[src/hw/phybmc_pkg.sv]
/*
  Constants and types for the basic mode control and status register pair of a
  10/100 Ethernet PHY, reached over the serial management interface.
  Assumes a single 20 MHz clock and management pins taken as synchronous to it.
*/
// Functional notes
// - Isolate bit disconnects port, management stays alive.
// - Restart write ignored while autoneg disabled.
// - Restart reads one until negotiation starts.
// - Writing restart zero leaves negotiation running.
// - Duplex bit, strap default, used when forced.
// - Collision test raises collision within 512 bits.
// - Collision test drops collision within 4 bits.
// - Status bit 15 always reads zero.
// - Status bits 14 to 11 read one.
// - Preamble suppression bit one, preamble rules.
// - Autoneg complete only when negotiation finished.
// - Remote fault latches high, cleared by read.
// - Autoneg ability bit reads one.
// - Link status latches low until read.
// - Jabber latches high, meaningful at 10 Mbps.
// - Extended capability bit reads one.
// - Latched bits hold their value until read.
// - Autoneg off: bits 8, 13 force mode.

`default_nettype none

package phybmc_pkg;

  // Management register addresses.
  localparam logic [4:0] REG_CTRL_ADDR = 5'h00;
  localparam logic [4:0] REG_STAT_ADDR = 5'h01;

  // Control register field positions.
  localparam int CTRL_SPEED_BIT   = 13;
  localparam int CTRL_AN_EN_BIT   = 12;
  localparam int CTRL_ISOLATE_BIT = 10;
  localparam int CTRL_RESTART_BIT = 9;
  localparam int CTRL_DUPLEX_BIT  = 8;
  localparam int CTRL_COLTEST_BIT = 7;

  // Control register reset values, before the straps are taken.
  localparam logic CTRL_SPEED_RST   = 1'b1;
  localparam logic CTRL_AN_EN_RST   = 1'b1;
  localparam logic CTRL_ISOLATE_RST = 1'b0;
  localparam logic CTRL_RESTART_RST = 1'b0;
  localparam logic CTRL_DUPLEX_RST  = 1'b1;
  localparam logic CTRL_COLTEST_RST = 1'b0;

  // Status register field positions.
  localparam int STAT_T4_BIT      = 15;
  localparam int STAT_TX_FD_BIT   = 14;
  localparam int STAT_TX_HD_BIT   = 13;
  localparam int STAT_TE_FD_BIT   = 12;
  localparam int STAT_TE_HD_BIT   = 11;
  localparam int STAT_PRE_SUP_BIT = 6;
  localparam int STAT_AN_CMP_BIT  = 5;
  localparam int STAT_RFAULT_BIT  = 4;
  localparam int STAT_AN_ABL_BIT  = 3;
  localparam int STAT_LINK_BIT    = 2;
  localparam int STAT_JABBER_BIT  = 1;
  localparam int STAT_EXT_BIT     = 0;

  // Fixed status values and latch reset values.
  localparam logic STAT_T4_VAL      = 1'b0;
  localparam logic STAT_CAP_VAL     = 1'b1;
  localparam logic STAT_PRE_SUP_VAL = 1'b1;
  localparam logic STAT_AN_ABL_VAL  = 1'b1;
  localparam logic STAT_EXT_VAL     = 1'b1;
  localparam logic STAT_RFAULT_RST  = 1'b0;
  localparam logic STAT_LINK_RST    = 1'b0;
  localparam logic STAT_JABBER_RST  = 1'b0;

  // Management frame fields.
  localparam logic [5:0] PREAMBLE_BITS = 6'h20;
  localparam logic [1:0] OP_READ       = 2'h2;
  localparam logic [1:0] OP_WRITE      = 2'h1;
  localparam logic [4:0] OP_LAST       = 5'h01;
  localparam logic [4:0] ADDR_LAST     = 5'h09;
  localparam logic [4:0] DATA_LAST     = 5'h0f;
  localparam logic [4:0] SKIP_LAST     = 5'h11;

  // Management frame receiver states.
  typedef enum logic [2:0] {
    S_IDLE,
    S_START,
    S_OP,
    S_ADDR,
    S_TA,
    S_DATA,
    S_SKIP
  } phybmc_state_e;

endpackage

`default_nettype wire

[src/hw/phybmc_top.sv]
/*
  Basic mode control and status registers with their management frame slave.
  Assumes mdc and mdio_in are synchronous to clk and that mdc runs well below
  clk / 2; the auto-negotiation engine and link monitors sit outside.
*/
`timescale 1ns/1ps
`default_nettype none

module phybmc_top (
  input  wire logic       clk,
  input  wire logic       sys_rst,
  input  wire logic       mdc,
  input  wire logic       mdio_in,
  output logic            mdio_out,
  output logic            mdio_oe_n,
  input  wire logic [4:0] phy_addr,
  input  wire logic       strap_speed_100,
  input  wire logic       strap_an_enable,
  input  wire logic       strap_full_duplex,
  input  wire logic       tx_en,
  input  wire logic       link_up,
  input  wire logic       far_end_fault,
  input  wire logic       partner_remote_fault,
  input  wire logic       jabber_detected,
  input  wire logic       an_done,
  input  wire logic       an_started,
  input  wire logic       an_speed_100,
  input  wire logic       an_full_duplex,
  output logic            mac_isolate,
  output logic            an_restart_req,
  output logic            an_enable,
  output logic            port_speed_100,
  output logic            port_full_duplex,
  output logic            col
);

  logic                       mdc_q;
  logic                       mdc_rise;
  phybmc_pkg::phybmc_state_e  state;
  logic [4:0]                 bit_cnt;
  logic [15:0]                in_sh;
  logic [15:0]                out_sh;
  logic [1:0]                 op;
  logic [4:0]                 reg_sel;
  logic [5:0]                 pre_cnt;
  logic                       pre_ok;
  logic                       drive;
  logic                       wr_pulse;
  logic [15:0]                wr_data;
  logic [4:0]                 wr_addr;
  logic                       rd_stat;
  logic                       strap_load;
  logic                       speed_sel;
  logic                       duplex_sel;
  logic                       coll_test;
  logic                       rfault_lh;
  logic                       jabber_lh;
  logic                       link_ll;
  logic [15:0]                ctrl_word;
  logic [15:0]                stat_word;
  logic                       wr_ctrl;

  // The management clock is sampled as an ordinary input; work happens on its rise.
  always_ff @(posedge clk or posedge sys_rst) begin
    if (sys_rst) begin
      mdc_q <= 1'b0;
    end else begin
      mdc_q <= mdc;
    end
  end
  assign mdc_rise = mdc & ~mdc_q;
  assign wr_ctrl  = wr_pulse && (wr_addr == phybmc_pkg::REG_CTRL_ADDR);

  // Read images; reserved bits are tied low.
  always_comb begin
    ctrl_word = 16'h0000;
    ctrl_word[phybmc_pkg::CTRL_SPEED_BIT]   = speed_sel;
    ctrl_word[phybmc_pkg::CTRL_AN_EN_BIT]   = an_enable;
    ctrl_word[phybmc_pkg::CTRL_ISOLATE_BIT] = mac_isolate;
    ctrl_word[phybmc_pkg::CTRL_RESTART_BIT] = an_restart_req;
    ctrl_word[phybmc_pkg::CTRL_DUPLEX_BIT]  = duplex_sel;
    ctrl_word[phybmc_pkg::CTRL_COLTEST_BIT] = coll_test;
    stat_word = 16'h0000;
    stat_word[phybmc_pkg::STAT_T4_BIT]      = phybmc_pkg::STAT_T4_VAL;
    stat_word[phybmc_pkg::STAT_TX_FD_BIT]   = phybmc_pkg::STAT_CAP_VAL;
    stat_word[phybmc_pkg::STAT_TX_HD_BIT]   = phybmc_pkg::STAT_CAP_VAL;
    stat_word[phybmc_pkg::STAT_TE_FD_BIT]   = phybmc_pkg::STAT_CAP_VAL;
    stat_word[phybmc_pkg::STAT_TE_HD_BIT]   = phybmc_pkg::STAT_CAP_VAL;
    stat_word[phybmc_pkg::STAT_PRE_SUP_BIT] = phybmc_pkg::STAT_PRE_SUP_VAL;
    stat_word[phybmc_pkg::STAT_AN_CMP_BIT]  = an_done & an_enable;
    stat_word[phybmc_pkg::STAT_RFAULT_BIT]  = rfault_lh;
    stat_word[phybmc_pkg::STAT_AN_ABL_BIT]  = phybmc_pkg::STAT_AN_ABL_VAL;
    stat_word[phybmc_pkg::STAT_LINK_BIT]    = link_ll;
    stat_word[phybmc_pkg::STAT_JABBER_BIT]  = jabber_lh;
    stat_word[phybmc_pkg::STAT_EXT_BIT]     = phybmc_pkg::STAT_EXT_VAL;
  end

  // Frame receiver and read driver. After an invalid opcode or turnaround a full
  // preamble is demanded again, so a confused host resynchronises cleanly.
  always_ff @(posedge clk or posedge sys_rst) begin
    if (sys_rst) begin
      state    <= phybmc_pkg::S_IDLE;
      bit_cnt  <= 5'h00;
      in_sh    <= 16'h0000;
      out_sh   <= 16'h0000;
      op       <= 2'h0;
      reg_sel  <= 5'h00;
      pre_cnt  <= 6'h00;
      pre_ok   <= 1'b0;
      drive    <= 1'b0;
      mdio_out <= 1'b0;
      wr_pulse <= 1'b0;
      wr_data  <= 16'h0000;
      wr_addr  <= 5'h00;
      rd_stat  <= 1'b0;
    end else begin
      wr_pulse <= 1'b0;
      rd_stat  <= 1'b0;
      if (mdc_rise) begin
        case (state)
          phybmc_pkg::S_IDLE: begin
            if (mdio_in) begin
              if (pre_cnt != phybmc_pkg::PREAMBLE_BITS) begin
                pre_cnt <= pre_cnt + 6'h01;
              end
            end else begin
              pre_cnt <= 6'h00;
              if (pre_ok || pre_cnt == phybmc_pkg::PREAMBLE_BITS) begin
                state <= phybmc_pkg::S_START;
              end
            end
          end
          phybmc_pkg::S_START: begin
            bit_cnt <= 5'h00;
            state   <= mdio_in ? phybmc_pkg::S_OP : phybmc_pkg::S_IDLE;
          end
          phybmc_pkg::S_OP: begin
            in_sh   <= {in_sh[14:0], mdio_in};
            bit_cnt <= bit_cnt + 5'h01;
            if (bit_cnt == phybmc_pkg::OP_LAST) begin
              bit_cnt <= 5'h00;
              op      <= {in_sh[0], mdio_in};
              if ({in_sh[0], mdio_in} == phybmc_pkg::OP_READ ||
                  {in_sh[0], mdio_in} == phybmc_pkg::OP_WRITE) begin
                state  <= phybmc_pkg::S_ADDR;
                pre_ok <= 1'b1;
              end else begin
                state  <= phybmc_pkg::S_IDLE;
                pre_ok <= 1'b0;
              end
            end
          end
          phybmc_pkg::S_ADDR: begin
            in_sh   <= {in_sh[14:0], mdio_in};
            bit_cnt <= bit_cnt + 5'h01;
            if (bit_cnt == phybmc_pkg::ADDR_LAST) begin
              bit_cnt <= 5'h00;
              reg_sel <= {in_sh[3:0], mdio_in};
              if (in_sh[8:4] != phy_addr) begin
                state <= phybmc_pkg::S_SKIP;
              end else begin
                state <= phybmc_pkg::S_TA;
                if (op == phybmc_pkg::OP_READ) begin
                  // The read snapshot is the moment latched bits count as read.
                  case ({in_sh[3:0], mdio_in})
                    phybmc_pkg::REG_CTRL_ADDR: out_sh <= ctrl_word;
                    phybmc_pkg::REG_STAT_ADDR: begin
                      out_sh  <= stat_word;
                      rd_stat <= 1'b1;
                    end
                    default: out_sh <= 16'h0000;
                  endcase
                end
              end
            end
          end
          phybmc_pkg::S_TA: begin
            bit_cnt <= 5'h01;
            if (bit_cnt == 5'h00) begin
              if (op == phybmc_pkg::OP_READ) begin
                drive    <= 1'b1;
                mdio_out <= 1'b0;
              end else if (!mdio_in) begin
                state  <= phybmc_pkg::S_IDLE;
                pre_ok <= 1'b0;
              end
            end else begin
              bit_cnt <= 5'h00;
              if (op == phybmc_pkg::OP_READ) begin
                mdio_out <= out_sh[15];
                out_sh   <= {out_sh[14:0], 1'b0};
                state    <= phybmc_pkg::S_DATA;
              end else if (mdio_in) begin
                state  <= phybmc_pkg::S_IDLE;
                pre_ok <= 1'b0;
              end else begin
                state <= phybmc_pkg::S_DATA;
              end
            end
          end
          phybmc_pkg::S_DATA: begin
            bit_cnt <= bit_cnt + 5'h01;
            in_sh   <= {in_sh[14:0], mdio_in};
            if (op == phybmc_pkg::OP_READ) begin
              mdio_out <= out_sh[15];
              out_sh   <= {out_sh[14:0], 1'b0};
            end
            if (bit_cnt == phybmc_pkg::DATA_LAST) begin
              state    <= phybmc_pkg::S_IDLE;
              drive    <= 1'b0;
              mdio_out <= 1'b0;
              if (op == phybmc_pkg::OP_WRITE) begin
                wr_pulse <= 1'b1;
                wr_addr  <= reg_sel;
                wr_data  <= {in_sh[14:0], mdio_in};
              end
            end
          end
          phybmc_pkg::S_SKIP: begin
            bit_cnt <= bit_cnt + 5'h01;
            if (bit_cnt == phybmc_pkg::SKIP_LAST) begin
              state <= phybmc_pkg::S_IDLE;
            end
          end
          default: state <= phybmc_pkg::S_IDLE;
        endcase
      end
    end
  end
  assign mdio_oe_n = ~drive;

  // Straps are taken on the first edge after reset release, never under reset.
  always_ff @(posedge clk or posedge sys_rst) begin
    if (sys_rst) begin
      strap_load <= 1'b1;
    end else begin
      strap_load <= 1'b0;
    end
  end

  // Writable control bits; status writes and reserved bits fall away.
  always_ff @(posedge clk or posedge sys_rst) begin
    if (sys_rst) begin
      speed_sel   <= phybmc_pkg::CTRL_SPEED_RST;
      an_enable   <= phybmc_pkg::CTRL_AN_EN_RST;
      mac_isolate <= phybmc_pkg::CTRL_ISOLATE_RST;
      duplex_sel  <= phybmc_pkg::CTRL_DUPLEX_RST;
      coll_test   <= phybmc_pkg::CTRL_COLTEST_RST;
    end else if (strap_load) begin
      speed_sel  <= strap_speed_100;
      an_enable  <= strap_an_enable;
      duplex_sel <= strap_full_duplex;
    end else if (wr_ctrl) begin
      speed_sel   <= wr_data[phybmc_pkg::CTRL_SPEED_BIT];
      an_enable   <= wr_data[phybmc_pkg::CTRL_AN_EN_BIT];
      mac_isolate <= wr_data[phybmc_pkg::CTRL_ISOLATE_BIT];
      duplex_sel  <= wr_data[phybmc_pkg::CTRL_DUPLEX_BIT];
      coll_test   <= wr_data[phybmc_pkg::CTRL_COLTEST_BIT];
    end
  end

  // Restart request: a new request wins over the engine's start in the same
  // cycle, and a written zero never cancels a negotiation already asked for.
  always_ff @(posedge clk or posedge sys_rst) begin
    if (sys_rst) begin
      an_restart_req <= phybmc_pkg::CTRL_RESTART_RST;
    end else if (wr_ctrl && wr_data[phybmc_pkg::CTRL_RESTART_BIT] &&
                 wr_data[phybmc_pkg::CTRL_AN_EN_BIT]) begin
      an_restart_req <= 1'b1;
    end else if (an_started) begin
      an_restart_req <= 1'b0;
    end
  end

  // Latched-high faults: an event in the read cycle wins and survives.
  always_ff @(posedge clk or posedge sys_rst) begin
    if (sys_rst) begin
      rfault_lh <= phybmc_pkg::STAT_RFAULT_RST;
      jabber_lh <= phybmc_pkg::STAT_JABBER_RST;
    end else begin
      if (far_end_fault || partner_remote_fault) begin
        rfault_lh <= 1'b1;
      end else if (rd_stat) begin
        rfault_lh <= 1'b0;
      end
      if (jabber_detected) begin
        jabber_lh <= 1'b1;
      end else if (rd_stat) begin
        jabber_lh <= 1'b0;
      end
    end
  end

  // Latched-low link: a drop holds zero until a read made while the link is up.
  always_ff @(posedge clk or posedge sys_rst) begin
    if (sys_rst) begin
      link_ll <= phybmc_pkg::STAT_LINK_RST;
    end else if (!link_up) begin
      link_ll <= 1'b0;
    end else if (rd_stat) begin
      link_ll <= 1'b1;
    end
  end

  // Effective port mode: forced bits apply only with negotiation off.
  always_ff @(posedge clk or posedge sys_rst) begin
    if (sys_rst) begin
      port_speed_100   <= phybmc_pkg::CTRL_SPEED_RST;
      port_full_duplex <= phybmc_pkg::CTRL_DUPLEX_RST;
    end else begin
      port_speed_100   <= an_enable ? an_speed_100 : speed_sel;
      port_full_duplex <= an_enable ? an_full_duplex : duplex_sel;
    end
  end

  // Collision test echo is combinational: a 100 Mbps bit time is shorter than a
  // clock period, so a flop could not drop it within 4 bit times.
  assign col = coll_test & tx_en & ~mac_isolate;

endmodule // phybmc_top

`default_nettype wire

[config.mk]
export PLATFORM = sky130hd
export DESIGN_NAME = phybmc_top
export DESIGN_NICKNAME = d
export VERILOG_FILES = /design/src/hw/phybmc_pkg.sv /design/src/hw/phybmc_top.sv
export SDC_FILE = /design/constraint.sdc
export NUM_CORES = 1
export LEC_CHECK = 0
export BUFFER_PORTS_ARGS = -buffer_cell sky130_fd_sc_hd__buf_2
export CAP_MARGIN = 20
export CORE_ASPECT_RATIO = 1.5
export CORE_MARGIN = 1.5
export CORE_UTILIZATION = 28
export CTS_CLUSTER_SIZE = 25
export DETAILED_ROUTE_END_ITERATION = 16
export PLACE_DENSITY = 0.55
export SYNTH_ARGS = -nofsm -noshare
export SYNTH_HDL_FRONTEND = slang
export SYNTH_SLANG_ARGS = --single-unit
[constraint.sdc]
create_clock -name clk -period 2.8 [get_ports clk]
set_clock_uncertainty 0.1 [all_clocks]
set_input_delay 0 -clock clk [delete_from_list [all_inputs] [get_ports clk]]
set_output_delay 0 -clock clk [all_outputs]
set_load 0.005 [all_outputs]
Word-level counts from Yosys, hierarchy flattened
Index checks and enable logic that the tools add are counted.

word-level totals
  flip-flop bits (word level) = 87
  logic and storage cells = 175

cells by class
  $add $sub $neg = 2
  eq/ne operators = 36
  multiplexer cells = 70
  bitwise logic cells = 8
  reduce and logical (&&, ||, !) cells = 32

operators with widths
  operator               count
  $mux W16               5
  $pmux W16 S3           1
  $mux W1                40
  $mux W3                11
  $pmux W15 S2           1
  $pmux W5 S5            1
  $ne A2 B2 Y1 const B   12
  $pmux W3 S7            1
  $logic_not A5 Y1       3
  $mux W6                2
  $ne A3 B3 Y1 const B   4
  $reduce_and A3 Y1      4
  $reduce_and A6 Y1      2
  $reduce_bool A2 Y1     6
  $eq A5 B1 Y1 const B   2
  $eq A5 B4 Y1 const B   2
  $mux W5                2
  $eq A3 B3 Y1 const B   3
  $reduce_and A9 Y1      1
  $add A6 B1 Y6 const B  1
  $eq A3 B2 Y1 const B   2
  $eq A6 B6 Y1 const B   1
  $mux W2                3
  $ne A6 B6 Y1 const B   1
  20 further kinds       37

Depth between registers and ports, before layout
Gate-level depths: netlist of the first run.

  depth after elaboration = 7
  gate-level depth with buffers = 8

Worst setup path before layout of the first run
No wires, ideal clock.

  path kind = register to register
  start point = register bit_cnt[0]
  end point = register out_sh[0]
  data arrival time = 1.932 ns
  path slack = 0.643 ns
  stages on the path, launching flop included = 9
  path buffers = 2
  clock period less this slack = 2.157 ns
  path through = dfrtp_1 -> inv_1 -> ha_1 -> or4b_1 -> o21ai_0 -> a2111o_1 -> buf_6 -> buf_12 -> mux2_4

on the way
  cells in the longest elaborated chain, start to end = 3
  elaborated cells on any way between the ends = 5
  those cells by class = 3 x eq/ne; 2 x reduce/logical

RTL lines
  what                                              line                                  RTL
  start: declaration                                phybmc_top.sv:40                      logic [4:0] bit_cnt;
  start signal: assignment                          phybmc_top.sv:139                     bit_cnt <= bit_cnt + 5'h01;
  start signal: assignment                          phybmc_top.sv:155                     bit_cnt <= bit_cnt + 5'h01;
  start signal: assignment                          phybmc_top.sv:202                     bit_cnt <= bit_cnt + 5'h01;
  $eq A5 B4 Y1 or $logic_not A5 Y1 (tied branches)  phybmc_top.sv:156, phybmc_top.sv:179
  $ne A2 B2 Y1 (no source line)                     -
  $reduce_and A6 Y1 (no source line) *              -
  end signal: assignment                            phybmc_top.sv:166                     phybmc_pkg::REG_CTRL_ADDR: out_sh <= ctrl_word;
  end signal: assignment                            phybmc_top.sv:168                     out_sh <= stat_word;
  end signal: assignment                            phybmc_top.sv:191                     out_sh <= {out_sh[14:0], 1'b0};
  end: declaration                                  phybmc_top.sv:42                      logic [15:0] out_sh;

Mark *: on every way between the ends. The rest lies on a longest branch, timed or not.
A chain may end at the register's enable or synchronous reset.

Worst setup path in the final report of the first run
  start point = register bit_cnt[0]
  end point = register out_sh[8]

Same word-level chain as after synthesis.

==> reports/metrics.yaml, run 1 <==
status: "finished with violations"
violations: "DRC"
area_growth_pct: 19.5
start_util_pct: 28.7
timing.fmax_mhz: 418
ys_warn_count: 0
std_cell_rows: 52
synth-seq-area-share_pct: 51.4
fin_nets: 414
grt_usage_pct: 11.8
cts_buffers: 9
crit_cells: 7
cts_resized: 0
fill_cells: 1313
synth.top_cell.area_share_pct: 47.3
dp.cells: 523
yosysUniqueCellTypes: 55
antenna_found_initial: 0
synth_top_area_cell: "dfrtp_1"
worstSetupPathType: "flip-flop to flip-flop"
root_buffer: "clkbuf_16"
cts_tree: "yes"
seqCellArea_sq_um: 1980
critPathTopFamily: "simple AND/OR/NAND/NOR gates"
first_iter_violations: 79
post_drt_wl_per_cell_microns: 14.5
slew_headroom_pct: 56.3
power_frac_comb_pct: 25.1
gp_congestion: 0.783
clkSinkCount: 79
synth-seq-cells: 79
core_area_sq_um: 13500
syn_avg_cell_area_sq_um: 11.4
drv_slew: 0
yosys-top-cells-area: "dfrtp_1 (47%), mux2_2 (11%), dfstp_2 (4.1%)"
syn-num-nets: 369
finalCriticalPeriod_ns: 2.39
ant_nets: 0
p_clk_share_pct: 31.9
worstRegToRegCells: 7
cts.path.max_buffers: 2
critPathCaptureType: "flip-flop"
worst_pin_slew_ns: 0.649
ys.flop_type: "dfrtp_1"
synth_commonest_cells: "dfrtp_1 (73), mux2_2 (39), nand2_1 (31)"
synthCells: 340
die_h_microns: 147
multi_input_area_sq_um: 1710
peakVddDrop_v: 0.000279
n_antenna_cell: 0
drive_above_1_share_pct: 27.2
die_x_microns: 98.9
grt_pass1_wl_microns: 13800
min_path_type: "input port to flip-flop"
power.share.switching_pct: 31.7
viasPerCell: 4.90
synth_most_common_cell: "dfrtp_1"
grt_pass1_vias: 2728
stdcell_count: 552
place_area_sq_um: 4180
p_int_w: 0.00254
ios: 29
design_area_sq_um: 4620
finalSetupTns_ns: 0
syn_area_sq_um: 3860
drcViolationCount: 2
p_switching_w: 0.00118
power_density_nw_per_um2: 806
io_buffers: 28
hpwl_microns: 5750
setup_viol: 0
synth_edf_count: 0
async_reset_ff_share_pct: 100
timing.final.crit_share_pct: 85.5
clock_latency_ns: 0.33
worstHoldPathCells: 4
first_pass_iters: 10
htree_levels: 3
path_clk_slew_ns: 0.06
critPathMaxStageDelay_ns: 0.51
start_kind: "flip-flop"
postCtsSetupBuffers: 0
hold_viol_final: 0
die_area_sq_um: 14500
path_max_fanout: 16
cp.arrival_ns: 2.51
maxCapViolCount: 0
cp_cell_sequence: "inv_1 > ha_1 > or4b_1 > o21ai_0 > a2111o_1 > buf_4 > mux2_2"
vias: 2704
grt_max_degree: 38
crit_required_ns: 2.91
seq_power_share_pct: 43.0
rsz0062_at_grt: "false"
cp_num_buf_inv: 2
holdBufCountCts: 13
power.leakage_nw: 2.19
wirelength_microns: 7990
gr-total-overflow: 0
cpMaxStageDelayCell: "or4b_1"
## path summary, 6_finish.rpt
kind	start	slack (ns)	end
worst max-delay path	bit_cnt[0]	0.41	out_sh[8]
worst min-delay path	an_done	0.02	out_sh[5]
worst max register to register	bit_cnt[0]	0.41	out_sh[8]
worst min register to register	rd_stat	0.38	link_ll
max in group asynchronous	sys_rst	1.65	duplex_sel
min in group asynchronous	sys_rst	0.18	jabber_lh
## state kept, by name (all words and copies together) (netlist names), 2 cells and up
register	flops
out_sh	16
reg_sel	5
in_sh	13
state	3
wr_data	6
pre_cnt	6
bit_cnt	5
wr_addr	5
op	2
## power by group through the flow
stage                     registers, W  clock network, W  logic (W)
after floorplan                0.00151                 0   0.000784
after global placement         0.00162                 0   0.000910
after detailed placement       0.00162                 0   0.000929
after CTS                      0.00160           0.00122   0.000948
after global routing           0.00164           0.00128    0.00106
final                          0.00160           0.00119   0.000936
## worst reg2reg max path, delay by kind of cell (launching register included)
kind                     cells  cell delay [ns]
adder cells (fa/ha/maj)      1             0.16
AO/OA/AOI/OAI                2             0.34
multiplexers                 1             0.38
buffers and inverters        2             0.36
flip-flops                   1             0.43
AND/OR/NAND/NOR              1             0.51
## cells by family (layout without fill, tap and decap cells)
kind of cell | after synthesis | count (layout) | share of synthesized area [%]
muxes | 54 | 54 | 15.9
and+or+nand+nor | 89 | 89 | 12.4
buffers and inverters | 36 | 86 | 4.27
AOI/OAI and AO/OA | 68 | 68 | 12.2
other | 1 | 1 | 0.0971
adders and majority gates | 8 | 8 | 2.59
DFF | 79 | 79 | 51.4
xor gates and xnor gates | 5 | 5 | 1.13
## layout by cell type (no fill, tap or decap), drive strengths merged, types with 3 or more instances in the layout
| master | netlist | layout |
|---|---|---|
| o21ai | 21 | 21 |
| nor2 | 10 | 10 |
| a21oi | 12 | 12 |
| dlygate4sd3 | 0 | 13 |
| a21o | 4 | 4 |
| mux2i | 9 | 9 |
| nor2b | 5 | 5 |
| clkbuf | 4 | 12 |
| buf | 10 | 35 |
| dfrtp | 73 | 73 |
| nand3b | 4 | 4 |
| nand2 | 31 | 31 |
| ha | 8 | 8 |
| nor3 | 5 | 5 |
| or4 | 3 | 3 |
| xor2 | 5 | 5 |
| dfstp | 6 | 6 |
| nand2b | 3 | 3 |
| inv | 22 | 21 |
| a22o | 9 | 9 |
| nand3 | 10 | 10 |
| nor4 | 4 | 4 |
| mux2 | 45 | 45 |
| a221o | 3 | 3 |
## through the flow
stage | hold slack (ns) | setup WS (ns) | utilization [%] | total power (W)
floorplan | -0.0686 | 0.643 | - | 0.00229
global placement | 0.00364 | 0.457 | 31.0 | 0.00253
detailed placement | 0.0174 | 0.410 | 31.0 | 0.00255
CTS | 0.0180 | 0.390 | 34.3 | 0.00377
global route | 0.0483 | 0.261 | 34.3 | 0.00398
finish | 0.0216 | 0.405 | 34.3 | 0.00372
## routing by layer
metal	share of wire, %	global-route usage (%)
met1	44	14.8
met2	52	20.3
met3	2.0	2.24
met4	1.2	3.93
met5	0	0
## area by class of cell
type	instances	share of cell area, %
flip-flops and latches	79	43.0
multi-input cells	225	37.1
repair buffers	48	6.99
clock buffers	12	5.55
well taps	162	4.39
inverters	22	1.82
clock inverters	4	1.16
Power figures use the tool's default switching activity.
==> run 2, diff against run 1 <==
- ABC_AREA: unset -> 1
- CELL_PAD_IN_SITES_DETAIL_PLACEMENT: unset -> 2
- CELL_PAD_IN_SITES_GLOBAL_PLACEMENT: unset -> 2
- PLACE_DENSITY: 0.55 -> 0.76
- TNS_END_PERCENT: unset -> 50
==> reports/metrics.yaml, run 2 <==
cts_tree: "yes"  # unchanged
cp.arrival_ns: 2.29  # was 2.51 ns
ys_warn_count: 0  # unchanged
synthCells: 512  # was 340
synth-seq-area-share_pct: 49.2  # was 51.4%
drv_slew: 0  # unchanged
worst_pin_slew_ns: 0.766  # was 0.649 ns
ant_nets: 0  # unchanged
synth_edf_count: 0  # unchanged
timing.fmax_mhz: 467  # was 418 MHz
grt_pass1_wl_microns: 20000  # was 13,800 microns
wirelength_microns: 11500  # was 7990 microns
root_buffer: "clkbuf_16"  # unchanged
start_util_pct: 28.7  # about the same
fin_nets: 588  # was 414
path_clk_slew_ns: 0.07  # was 0.06 ns
critPathCaptureType: "flip-flop"  # unchanged
finalCriticalPeriod_ns: 2.14  # was 2.39 ns
timing.final.crit_share_pct: 76.5  # was 85.5%
gp_congestion: 0.829  # was 0.783
syn_area_sq_um: 4030  # was 3860 sq um
post_drt_wl_per_cell_microns: 15.2  # was 14.5 microns
die_area_sq_um: 15100  # was 14,500 sq um
first_iter_violations: 70  # was 79
grt_pass1_vias: 4042  # was 2,728
n_antenna_cell: 0  # unchanged
layout_setup_ws_ns: 0.657  # was 0.405 ns
yosysUniqueCellTypes: 37  # was 55
drive_above_1_share_pct: 15.1  # was 27.2%
synth_top_area_cell: "dfrtp_1"  # unchanged
ys.flop_type: "dfrtp_1"  # unchanged
synth-seq-cells: 79  # unchanged
whs_ns: 0.0137  # was 0.0216 ns
clkSinkCount: 79  # unchanged
setup_viol: 0  # unchanged
ios: 29  # unchanged
status: "completed"  # was finished with violations
final_cell_mix: "nand2_1 (177), dfrtp_1 (73), nand3_1 (47)"  # was dfrtp_1 (73), mux2_2 (39), nand2_1 (31)
cts_resized: 0  # unchanged
htree_levels: 3  # unchanged
regMostFlops: "out_sh"  # unchanged
synth.top_cell.area_share_pct: 45.3  # was 47.3%
power_density_nw_per_um2: 509  # was 806 nW/um^2
std_cell_rows: 53  # was 52
synth_most_common_cell: "nand2_1"  # was dfrtp_1
synth_commonest_cells: "nand2_1 (177), dfrtp_1 (73), inv_1 (47), nand3_1 (47), o21ai_0 (42)"  # was dfrtp_1 (73), mux2_2 (39), nand2_1 (31)
peakVddDrop_v: 0.000264  # was 0.000279 V
vias: 3495  # was 2,704
maxCapViolCount: 0  # unchanged
worstSetupPathType: "flip-flop to flip-flop"  # unchanged
drcViolationCount: 0  # was 2
power.leakage_nw: 2.38  # was 2.19 nW
syn-num-nets: 541  # was 369
gr-total-overflow: 0  # unchanged
reg_top3: "out_sh x16, in_sh x13"  # unchanged
largest_register_ffs: 16  # unchanged
antenna_found_initial: 0  # unchanged
grt_max_degree: 41  # was 38
start_kind: "flip-flop"  # unchanged
yosys-top-cells-area: "dfrtp_1 (45%), nand2_1 (16%), nand3_1 (5.8%)"  # was dfrtp_1 (47%), mux2_2 (11%), dfstp_2 (4.1%)
hold_viol_final: 0  # unchanged
core_area_sq_um: 14100  # was 13,500 sq um
grt_usage_pct: 17.1  # was 11.8%
area_growth_pct: 19.6  # was 19.5%
viasPerCell: 4.62  # was 4.90
clock_latency_ns: 0.34  # was 0.33 ns
cts.path.max_buffers: 2  # unchanged
min_path_type: "input port to flip-flop"  # unchanged
syn_avg_cell_area_sq_um: 7.87  # was 11.4 sq um
die_x_microns: 101  # was 98.9 microns
rsz0062_at_grt: "false"  # unchanged
finalSetupTns_ns: 0  # unchanged
path_max_fanout: 16  # unchanged
mostFrequentLayoutCell: "nand2_1"  # was dfrtp_1
first_pass_iters: 4  # was 10
io_buffers: 28  # unchanged
pre_cts_slack_ns: 0.683  # was 0.410 ns
slew_headroom_pct: 48.8  # was 56.3%
hpwl_microns: 8470  # was 5750 microns
crit_required_ns: 2.95  # was 2.91 ns
die_h_microns: 150  # was 147 microns
async_reset_ff_share_pct: 100  # unchanged
cts_buffers: 9  # unchanged
run 2: worst max-delay path, stage by stage, from the launching register on:
cell and delay, ns:
dfrtp_1 0.43, ha_1 0.21, nand2_1 0.07, nor2_1 0.10
ha_1 0.19, inv_1 0.08, nor2_1 0.17, nand3_2 0.30
inv_2 0.23, nand2_1 0.08, o21ai_0 0.09
run 2: path summary, 6_finish.rpt:
kind | to | cells past startpoint | from | slack (ns)
max | wr_addr[2] | 10 | bit_cnt[0] | 0.66
min | rd_stat | 4 | phy_addr[2] | 0.01
max reg2reg | wr_addr[2] | 10 | bit_cnt[0] | 0.66
min reg2reg | wr_addr[0] | 2 | reg_sel[0] | 0.39
max in group asynchronous | strap_load | 4 | sys_rst | 1.63
min in group asynchronous | mdio_out | 3 | sys_rst | 0.24
run 2: per-layer routing:
metal | track usage [%] | part of all wire, % | vias up
li1 | - | - | 1716
met1 | 19.4 | 41 | 1741
met2 | 32.0 | 56 | 24
met3 | 2.99 | 1.3 | 14
met4 | 5.21 | 1.6 | 0
met5 | 0 | 0 | -
run 2: cell families after synthesis:
kind of cell               after synthesis  share of synthesized area (%)
and+or+nand+nor                        281                           30.8
DFF                                     79                           49.2
AOI/OAI and AO/OA                       69                           9.37
buffers and inverters                   69                           6.98
adders and majority gates                8                           2.48
xor gates and xnor gates                 5                           1.09
other                                    1                         0.0930
run 2: per-stage QoR:
stage | instances | area (sq um) | util, % | total power [W]
after global placement | 726 | 4400 | 31.3 | 0.00132
final | 756 | 4820 | 34.3 | 0.00246
after global routing | 756 | 4820 | 34.3 | 0.00256
after detailed placement | 726 | 4400 | 31.3 | 0.00133
after CTS | 756 | 4820 | 34.3 | 0.00249
after floorplan | 512 | 4030 | - | 0.00127
run 2: cell type report:
type,count,area [sq um]
clock buffer,9,225
clock inverter,7,57.6
fill,1669,9240
inverter,58,219
multi-input combinational,364,1770
sequential,79,1980
tap,192,240
timing repair buffer,47,330
run 2: where the power goes:
group | total [W] | internal, W | switching (W) | leakage, nW
logic | 0.000139 | 0.0000551 | 0.0000840 | 1.19
registers | 0.00118 | 0.00116 | 0.0000155 | 1.06
clock network | 0.00114 | 0.000612 | 0.000526 | 0.134
run 2: timing repair:
| item | CTS | global route |
|---|---|---|
| hold endpoints to repair | 54 | 0 |
| hold buffers | 14 | 0 |
| buffers inserted | 0 | 0 |
